File: config.mk
export PLATFORM = sky130hd
export DESIGN_NAME = usbis_irq_status
export DESIGN_NICKNAME = d
export VERILOG_FILES = /design/src/verilog/usbis_pkg.sv /design/src/verilog/usbis_irq_status.sv
export SDC_FILE = /design/constraint.sdc
export NUM_CORES = 1
export LEC_CHECK = 0
export BUFFER_PORTS_ARGS = -buffer_cell sky130_fd_sc_hd__buf_4
export CAP_MARGIN = 20
export CORE_MARGIN = 5
export CORE_UTILIZATION = 37
export CTS_BUF_LIST = sky130_fd_sc_hd__clkbuf_16
export CTS_CLUSTER_SIZE = 20
export DETAILED_ROUTE_END_ITERATION = 10
export HOLD_SLACK_MARGIN = 0.15
export RECOVER_POWER = 100
export SLEW_MARGIN = 15
export SYNTH_ARGS = -nofsm -noshare
export SYNTH_HDL_FRONTEND = slang
export SYNTH_SLANG_ARGS = --single-unit
File: constraint.sdc
create_clock -name sys_clk -period 4.72 [get_ports sys_clk]
set_input_delay 0.708 -clock sys_clk [delete_from_list [all_inputs] [get_ports sys_clk]]
set_output_delay 0.708 -clock sys_clk [all_outputs]
set_load 0.05 [all_outputs]
File: src/verilog/usbis_pkg.sv
/*
  usbis_pkg: constants and types of the usb device interrupt status block.
  assumes a 250 MHz system clock and a 32-bit register port.
*/
`default_nettype none
package usbis_pkg;
  // register offsets, byte addresses
  localparam logic [7:0] OFS_ENABLE = 8'h00;     // interrupt mask, read/write
  localparam logic [7:0] OFS_STATUS = 8'h04;     // interrupt status, read-only
  localparam logic [7:0] OFS_CLEAR  = 8'h08;     // interrupt clear, write-only
  // field positions
  localparam int NUM_EP      = 6;                // endpoints 0 to 5 in bits 0..5
  localparam int BIT_SUSPEND = 8;
  localparam int BIT_RESUME  = 9;
  localparam int BIT_SOF     = 11;
  localparam int BIT_RSTDONE = 12;
  localparam int BIT_WAKEUP  = 13;
  // bus-level flags that the clear register can reach
  localparam logic [31:0] BUS_FLAG_MASK = 32'h0000_3B00;
  // endpoint flags
  localparam logic [31:0] EP_FLAG_MASK  = 32'h0000_003F;
  // mask bits that always read and act as enabled
  localparam logic [31:0] MASK_FORCED   = 32'h0000_1000;
  // mask reset: resume kept enabled so a powered-down core still wakes
  localparam logic [31:0] MASK_RESET    = 32'h0000_0200;
  // timing
  localparam int CLK_KHZ        = 250000;        // 250 MHz
  localparam int SUSPEND_IDLE_MS = 3;            // idle time before suspend
  localparam int SUSPEND_CYCLES = SUSPEND_IDLE_MS * CLK_KHZ;
  localparam int IDLE_CNT_W     = 24;
  // control/status bits of one endpoint that raise its interrupt
  typedef struct packed {
    logic setupReceived;
    logic receiveBankAFull;
    logic receiveBankBFull;
    logic transmitDone;
    logic stallAcknowledged;
  } usbis_ep_csr_s;
  // bus events from the serial engine, one-cycle pulses except activity
  typedef struct packed {
    logic busActivity;                           // level: line not idle
    logic resumeSeen;                            // resume signalling detected
    logic frameStart;                            // start-of-frame token
    logic busResetDone;                          // end of bus reset
  } usbis_bus_ev_s;
  // link power state
  typedef enum logic {LINK_RUN, LINK_SUSPENDED} usbis_link_e;
endpackage
`default_nettype wire

File: src/verilog/usbis_irq_status.sv
/*
  usbis_irq_status: interrupt status, clear and mask logic of a full-speed
  usb device port, with idle-based suspend detection.
  assumes endpoint csr bits and bus events come from logic on sys_clk,
  and a simple register port with read data one cycle after the strobe.
*/
// How it works
// - endpoint 0..5 pending flags in bits 0..5
// - any endpoint csr cause raises its flag
// - endpoint flag follows csr; clear register ignores it
// - 3 ms idle sets bit 8, enters suspend
// - resume signalling sets bit 9
// - every frame start token sets bit 11
// - bus reset end sets bit 12
// - resume or reset sets wakeup bit 13
// - write-only clear register, bits 8,9,11,12,13
// - writing one clears flag, zero keeps it
// - bit 12 of mask always reads one
`timescale 1ns/1ps
`default_nettype none
module usbis_irq_status #(
  parameter int SuspendCycles = usbis_pkg::SUSPEND_CYCLES  // shorten in sim
) (
  // clock and reset
  input  wire logic                    sys_clk,
  input  wire logic                    rst_b,
  // register port
  input  wire logic [7:0]              regAddr,
  input  wire logic [31:0]             regWrData,
  input  wire logic                    regWrStb,
  input  wire logic                    regRdStb,
  output logic      [31:0]             regRdData,
  // endpoint control/status bits
  input  wire usbis_pkg::usbis_ep_csr_s epCsr [usbis_pkg::NUM_EP],
  // bus events from the serial engine
  input  wire usbis_pkg::usbis_bus_ev_s busEv,
  // outputs
  output logic                         irq,
  output logic                         linkSuspended
);

  // any cause bit of one endpoint set
  function automatic logic epCause(input usbis_pkg::usbis_ep_csr_s c);
    epCause = c.setupReceived | c.receiveBankAFull | c.receiveBankBFull
            | c.transmitDone | c.stallAcknowledged;
  endfunction

  // register address match
  function automatic logic hit(input logic [7:0] a, input logic [7:0] ofs);
    hit = (a == ofs);
  endfunction

  // state
  logic [31:0]                      busFlags_q;   // sticky bus-level flags
  logic [31:0]                      busFlags_d;
  logic [usbis_pkg::NUM_EP-1:0]     epPending_q;  // endpoint pending flags
  logic [usbis_pkg::NUM_EP-1:0]     epAny;        // live endpoint causes
  logic [31:0]                      mask_q;       // interrupt enables
  logic [31:0]                      rdData_q;     // registered read data
  logic                             irq_q;        // registered interrupt
  logic [usbis_pkg::IDLE_CNT_W-1:0] idleCnt_q;    // idle cycle counter
  usbis_pkg::usbis_link_e           link_q;       // link power state

  // decode
  wire                wrEnable = regWrStb & hit(regAddr, usbis_pkg::OFS_ENABLE);
  wire                wrClear  = regWrStb & hit(regAddr, usbis_pkg::OFS_CLEAR);
  wire                rdEnable = regRdStb & hit(regAddr, usbis_pkg::OFS_ENABLE);
  wire                rdStatus = regRdStb & hit(regAddr, usbis_pkg::OFS_STATUS);
  wire [31:0]         maskView = mask_q | usbis_pkg::MASK_FORCED;
  wire [31:0]         status   = busFlags_q
                               | {{(32-usbis_pkg::NUM_EP){1'b0}}, epPending_q};
  wire [31:0]         clrBits  = wrClear ? (regWrData & usbis_pkg::BUS_FLAG_MASK)
                                         : 32'h0000_0000;
  // live request ahead of the output flop; the checks below reuse it
  wire                irqLive  = |(status & maskView);
  wire                idleHit  = (link_q == usbis_pkg::LINK_RUN) && !busEv.busActivity
                               && (idleCnt_q == usbis_pkg::IDLE_CNT_W'(SuspendCycles - 1));
  wire [31:0]         setBits;

  // endpoint causes, one OR per endpoint
  genvar g;
  generate
    for (g = 0; g < usbis_pkg::NUM_EP; g++)
    begin : gEp
      assign epAny[g] = epCause(epCsr[g]);
    end
  endgenerate

  // events that set bus-level flags; wakeup on resume or reset
  assign setBits = (32'(idleHit)            << usbis_pkg::BIT_SUSPEND)
                 | (32'(busEv.resumeSeen)   << usbis_pkg::BIT_RESUME)
                 | (32'(busEv.frameStart)   << usbis_pkg::BIT_SOF)
                 | (32'(busEv.busResetDone) << usbis_pkg::BIT_RSTDONE)
                 | (32'(busEv.resumeSeen | busEv.busResetDone)
                    << usbis_pkg::BIT_WAKEUP);

  // set wins over a clear in the same cycle
  assign busFlags_d = (busFlags_q & ~clrBits) | setBits;

  // bus-level sticky flags; resume and wakeup start at zero here,
  // software must still clear them before trusting them
  always_ff @(posedge sys_clk or negedge rst_b)
  begin
    if (!rst_b)
      busFlags_q <= 32'h0000_0000;
    else
      busFlags_q <= busFlags_d & usbis_pkg::BUS_FLAG_MASK;
  end

  // endpoint flags mirror the csr: they drop only when the csr bit is
  // cleared, never through the clear register
  always_ff @(posedge sys_clk or negedge rst_b)
  begin
    if (!rst_b)
      epPending_q <= '0;
    else
      epPending_q <= epAny;
  end

  // mask register; forced bit is stored but always reads one
  always_ff @(posedge sys_clk or negedge rst_b)
  begin
    if (!rst_b)
      mask_q <= usbis_pkg::MASK_RESET;
    else if (wrEnable)
      mask_q <= regWrData & (usbis_pkg::BUS_FLAG_MASK | usbis_pkg::EP_FLAG_MASK);
  end

  // idle counter runs while the line is quiet and the link is awake
  always_ff @(posedge sys_clk or negedge rst_b)
  begin
    if (!rst_b)
      idleCnt_q <= '0;
    else if (busEv.busActivity || link_q == usbis_pkg::LINK_SUSPENDED)
      idleCnt_q <= '0;
    else if (!idleHit)
      idleCnt_q <= idleCnt_q + 1'b1;
  end

  // link state: suspend on idle, wake on any activity or resume
  always_ff @(posedge sys_clk or negedge rst_b)
  begin
    if (!rst_b)
      link_q <= usbis_pkg::LINK_RUN;
    else
      case (link_q)
        usbis_pkg::LINK_RUN:
          if (idleHit)
            link_q <= usbis_pkg::LINK_SUSPENDED;
        usbis_pkg::LINK_SUSPENDED:
          if (busEv.busActivity || busEv.resumeSeen)
            link_q <= usbis_pkg::LINK_RUN;
        default:
          link_q <= usbis_pkg::LINK_RUN;
      endcase
  end

  // read data valid only in the cycle after the strobe; clear reads zero
  always_ff @(posedge sys_clk or negedge rst_b)
  begin
    if (!rst_b)
      rdData_q <= 32'h0000_0000;
    else if (rdEnable)
      rdData_q <= maskView;
    else if (rdStatus)
      rdData_q <= status;
    else
      rdData_q <= 32'h0000_0000;
  end

  // interrupt level, registered to keep the output glitch free
  always_ff @(posedge sys_clk or negedge rst_b)
  begin
    if (!rst_b)
      irq_q <= 1'b0;
    else
      irq_q <= irqLive;
  end

  assign regRdData     = rdData_q;
  assign irq           = irq_q;
  assign linkSuspended = (link_q == usbis_pkg::LINK_SUSPENDED);
endmodule // usbis_irq_status
`default_nettype wire

Word level (Yosys, flattened, before mapping). Index checks and enable logic that the tools add are counted.

Add/subtract/negate cells: 1. Equal/unequal tests: 4. Mux-type cells: 8. Bitwise gates (word level): 39. Reductions and logical operators: 7.

Operators by type and width (number): 24-bit two-way mux (2); 32-bit two-way mux (1); 32-bit OR reduction (1); 14-bit AND (2); 14-bit two-way mux (2); 1-bit bitwise OR (25); 24-bit by 1-bit adder with 24-bit output, second input constant (1); 24-bit by 20-bit equality test with 1-bit output, second input constant (1); 14-bit inverter (1); 13-bit by 14-bit bitwise OR with 14-bit output (1); 14-bit bitwise OR (1); 14-bit by 6-bit bitwise OR with 14-bit output (1); 12-bit by 13-bit bitwise OR with 13-bit output (1); 10-bit by 12-bit bitwise OR with 12-bit output (1); 9-bit by 10-bit bitwise OR with 10-bit output (1); 8-bit by 3-bit equality test with 1-bit output, second input constant (1); 8-bit by 4-bit equality test with 1-bit output, second input constant (1); 8-bit logical NOT (1); 1-bit AND (4); 1-bit logical AND (2); 1-bit logical OR (2); 1-bit two-way mux (2); 2-bit by 1-bit inequality test with 1-bit output, second input constant (1); 1-bit case mux with 2 select lines (1); 2 further kinds (2).

Flip-flop bits (word level): 80. Input bits: 78. Output and inout bits: 34. Logic and storage cells: 66.

Logic depth before layout (Yosys ltp).
Depth in word-level cells: 8. Depth in mapped cells: 6. Mapped depth without buffers: 5.

Worst setup path before layout. Ideal clock, no wire load.

Kind: input -> register. Start: input regAddr[1]. End: register mask_q[0]. Library setup time: 0.125 ns. Data arrival time: 2.134 ns. Data required time: 4.595 ns. Setup slack: 2.461 ns. Stages: 5. Buffers on the path: 1. Path through: nor4_1 nand2_1 nor4b_1 clkbuf_1 mux2_2.

Word-level cells in the longest chain between the ends: 2.

Ends and longest elaborated chain: start, declared (line usbis_irq_status.sv:28) `input wire logic [7:0] regAddr,`; 8-bit logical NOT (line usbis_irq_status.sv:50) `hit = (a == ofs);`; 1-bit AND (line usbis_irq_status.sv:65) `wire wrEnable = regWrStb & hit(regAddr, usbis_pkg::OFS_ENABLE);`; end signal, assigned (line usbis_irq_status.sv:124) `mask_q <= usbis_pkg::MASK_RESET;`; end signal, assigned (line usbis_irq_status.sv:126) `mask_q <= regWrData & (usbis_pkg::BUS_FLAG_MASK | usbis_pkg::EP_FLAG_MASK);`; end, declared (line usbis_irq_status.sv:58) `logic [31:0] mask_q;`.

Every way passes these cells. A chain may end at the register's enable or synchronous reset.

Worst setup path in the final report.
Start: register idleCnt_q[0] in the netlist's numbering. End: register idleCnt_q[22] in the netlist's numbering.

Word-level cells in the longest chain between the ends: 3.

Ends and longest elaborated chain: start, declared (line usbis_irq_status.sv:61) `logic [usbis_pkg::IDLE_CNT_W-1:0] idleCnt_q;`; start signal, assigned (line usbis_irq_status.sv:137) `idleCnt_q <= idleCnt_q + 1'b1;`; 24-bit by 1-bit adder with 24-bit output / 24-bit by 20-bit equality test with 1-bit output (equally long branches) (line usbis_irq_status.sv:137, usbis_irq_status.sv:77); 24-bit two-way mux / 1-bit logical AND (equally long branches) (line usbis_irq_status.sv:136, usbis_irq_status.sv:77); 24-bit two-way mux / 2-bit by 1-bit inequality test with 1-bit output (equally long branches).

Several ways; a longest one is shown, not always the timed one. The select of a mux whose other input is x is not followed.

==> flow_metrics.tcl <==
set metrics [dict create \
    grt_pass1_vias 2251 \
    worstMarginPinSlew_ps 1365 \
    cts.sinks 58 \
    via_per_inst 4.957 \
    setup_violations 0 \
    cts_setup_buffers 0 \
    path_cells "ha_1 > nand4_1 > or4_1 > or4_1 > a21oi_1" \
    cp_common_cell "or4_1" \
    die_y_um 96.59 \
    antenna_found_initial 0 \
    clock_path_buffers 2 \
    dieArea_um2 9329 \
    skew_ps 5.950 \
    io_buffers 69 \
    yosys_warnings 0 \
    ctsResizeCount 0 \
    ys_seq_area_frac 0.5237 \
    firstDrtPassIters 4 \
    crit_required_ps 4940 \
    start_kind "register" \
    drc_errors 0 \
    synth_top_flop_cell "dfrtp_1" \
    antenna_left 0 \
    clk_pin_slew_worst_paths_ps 50 \
    end_kind "register" \
    final_layout_size_suffix_gt1_frac 0.2522 \
    slowest_delay_ps 750 \
    die_x_um 96.59 \
    place.gp.congestion 0.7760 \
    finalWirelength_um 6100 \
    min_path_type "input pin to async pin" \
    synth.most_common_cell "dfrtp_1" \
    grt_pass1_wl_um 10170 \
    ctsHoldBuffers 0 \
    final_core_util 0.4825 \
    yosys.cell_types.count 45 \
    rsz0062_at_grt "no" \
    synthArstFlopShare 1.000 \
    maxCapViolations 0 \
    ir_drop_mv 0.1573 \
    fmax_ghz 0.3956 \
    hold_ws_ps 445.2 \
    min_period_ps 2528 \
    syn_avg_cell_area_um2 10.47 \
    fin_tns_setup_ps 0 \
    io-pin-count 112 \
    h-tree-depth 3 \
    ys_top_cells_by_count "57 x dfrtp_1, 24 x nand2_1, 21 x buf_4, 19 x nor2_1, 12 x a22o_1" \
    root_buffer "clkbuf_16" \
    yosysTopAreaCellShare 0.5142 \
    drt_iter0_drc 73 \
    grt_max_degree 59 \
    critPathSlowestCell "or4_1" \
    grt_use_total 0.1421 \
    outcome "completed" \
    period_share 0.5355 \
    hold_viol_final 0 \
    critPathMaxFanout 9 \
    synth_edf_count 0 \
    crit_type "register to register" \
    drt-wirelength-per-cell_um 13.86 \
    worst_ep_arrival_time_ps 2740 \
    synth-seq-cells 58 \
    placementRows 31 \
    coreArea_um2 7292 \
    insertion_delay_ps 320 \
    placed_area_um2 3311 \
    netlist_area_um2 2774 \
    start_util 0.3804 \
    stdcell_area_um2 3518 \
    synth_cells 265 \
    slew_headroom 0.08980 \
    num_vias 2181 \
    fill_cells 716 \
    powerDensity_nw_per_um2 342.6 \
    drv_slew 0 \
    cts_tree "done" \
    num-nets-final 415 \
    grt_overflow 0 \
    synthTopCellsByArea "dfrtp_1 51%, buf_4 5.7%, mux2_2 4.1%" \
    diodes 0 \
    syn2layout_area_growth_pct 26.84 \
    yosysTopAreaCell "dfrtp_1" \
    dpl.hpwl_um 4472 \
    p_leak_nw 1.527 \
    cts_buffers 9 \
]
-- state kept, by name, indices dropped and copies added, names as in the netlist --
| register | cells |
|---|---|
| busFlags_q | 5 |
| irq | 1 |
| linkSuspended | 1 |
| mask_q | 10 |
| regRdData | 11 |
| idleCnt_q | 24 |
| epPending_q | 6 |
-- logic make-up (layout without fill, tap and decap cells) --
family,count (synthesis),count (layout),synth area share
other,1,21,0.001352
DFF,58,58,0.5237
buffers and inverters,36,92,0.07803
muxes,12,12,0.04781
xor gates and xnor gates,10,10,0.03158
adders and majority gates,1,1,0.004510
AOI/OAI and AO/OA,45,45,0.1173
and+or+nand+nor,102,102,0.1958
-- metrics by stage --
stage / worst slack [ps] / instances / total power, mW
after floorplan: 2461 / 285 / 0.5894
after global placement: 2281 / 424 / 0.6267
after detailed placement: 2215 / 424 / 0.6275
after CTS: 2181 / 440 / 1.225
after global routing: 1991 / 440 / 1.260
final: 2192 / 440 / 1.205
-- report_power, final --
group	switching (mW)	internal (mW)	leakage, nW
Clock	0.231	0.358	0.128
Combinational	0.0640	0.0396	0.655
Sequential	0.00716	0.506	0.744
Total	0.302	0.903	1.53
-- layout by cell type, fill, tap and decap left out, types with 2 or more instances in the layout --
cell        instances
xnor2_1             7
mux2_2             10
a211oi_1            2
mux2i_1             2
o21ai_0             5
inv_1               6
o31ai_1             5
nand4_1             6
or3_1               7
conb_1             21
a21o_1              3
xor2_1              3
nor2_1             19
nand3_1             9
nor4_1              7
inv_6               2
and4_1              2
clkinvlp_4          3
dfrtp_1            57
nand2_1            24
clkbuf_4            7
a22o_1             12
nor3_1             10
clkbuf_1           15
buf_4              48
a31oi_1             2
a21oi_1            10
or4_1               8
clkbuf_16           9
-- critical path, delay by kind of cell (launching register included) --
kind            cells  cell delay [ps]
flops               1              420
fa+ha+maj           1              260
simple gates        3             1570
compound gates      1              170
-- layout make-up --
| class | count | area, um2 | area share |
|---|---|---|---|
| inverters | 6 | 22.52 | 0.006401 |
| well taps | 99 | 123.9 | 0.03521 |
| clock buffers | 9 | 225.2 | 0.06401 |
| clock inverters | 7 | 53.80 | 0.01529 |
| flip-flops and latches | 58 | 1453 | 0.4129 |
| multi-input cells | 191 | 1171 | 0.3329 |
| repair buffers | 70 | 469.2 | 0.1334 |
-- final timing paths --
kind	startpoint	endpoint	slack, ps	cells after the start
setup / recovery	idleCnt_q[0]$_DFFE_PN0P_	idleCnt_q[22]$_DFFE_PN0P_	2190	5
min in group sys_clk	epPending_q[3]$_DFF_PN0_	regRdData[3]$_DFF_PN0_	490	1
setup reg to reg	idleCnt_q[0]$_DFFE_PN0P_	idleCnt_q[22]$_DFFE_PN0P_	2190	5
hold reg to reg	epPending_q[3]$_DFF_PN0_	regRdData[3]$_DFF_PN0_	490	1
max in group asynchronous	rst_b	idleCnt_q[20]$_DFFE_PN0P_	3780	1
hold / removal	rst_b	idleCnt_q[16]$_DFFE_PN0P_	450	1
-- metal layers --
layer  vias to the layer above  track usage  part of all wire
met1                      1042       0.1656              0.43
met3                         2      0.05964             0.068
met2                        74       0.2379              0.50
li1                       1063            -                 -
met5                         -            0                 0
met4                         0      0.04322            0.0023
Power figures use the tool's default switching activity.
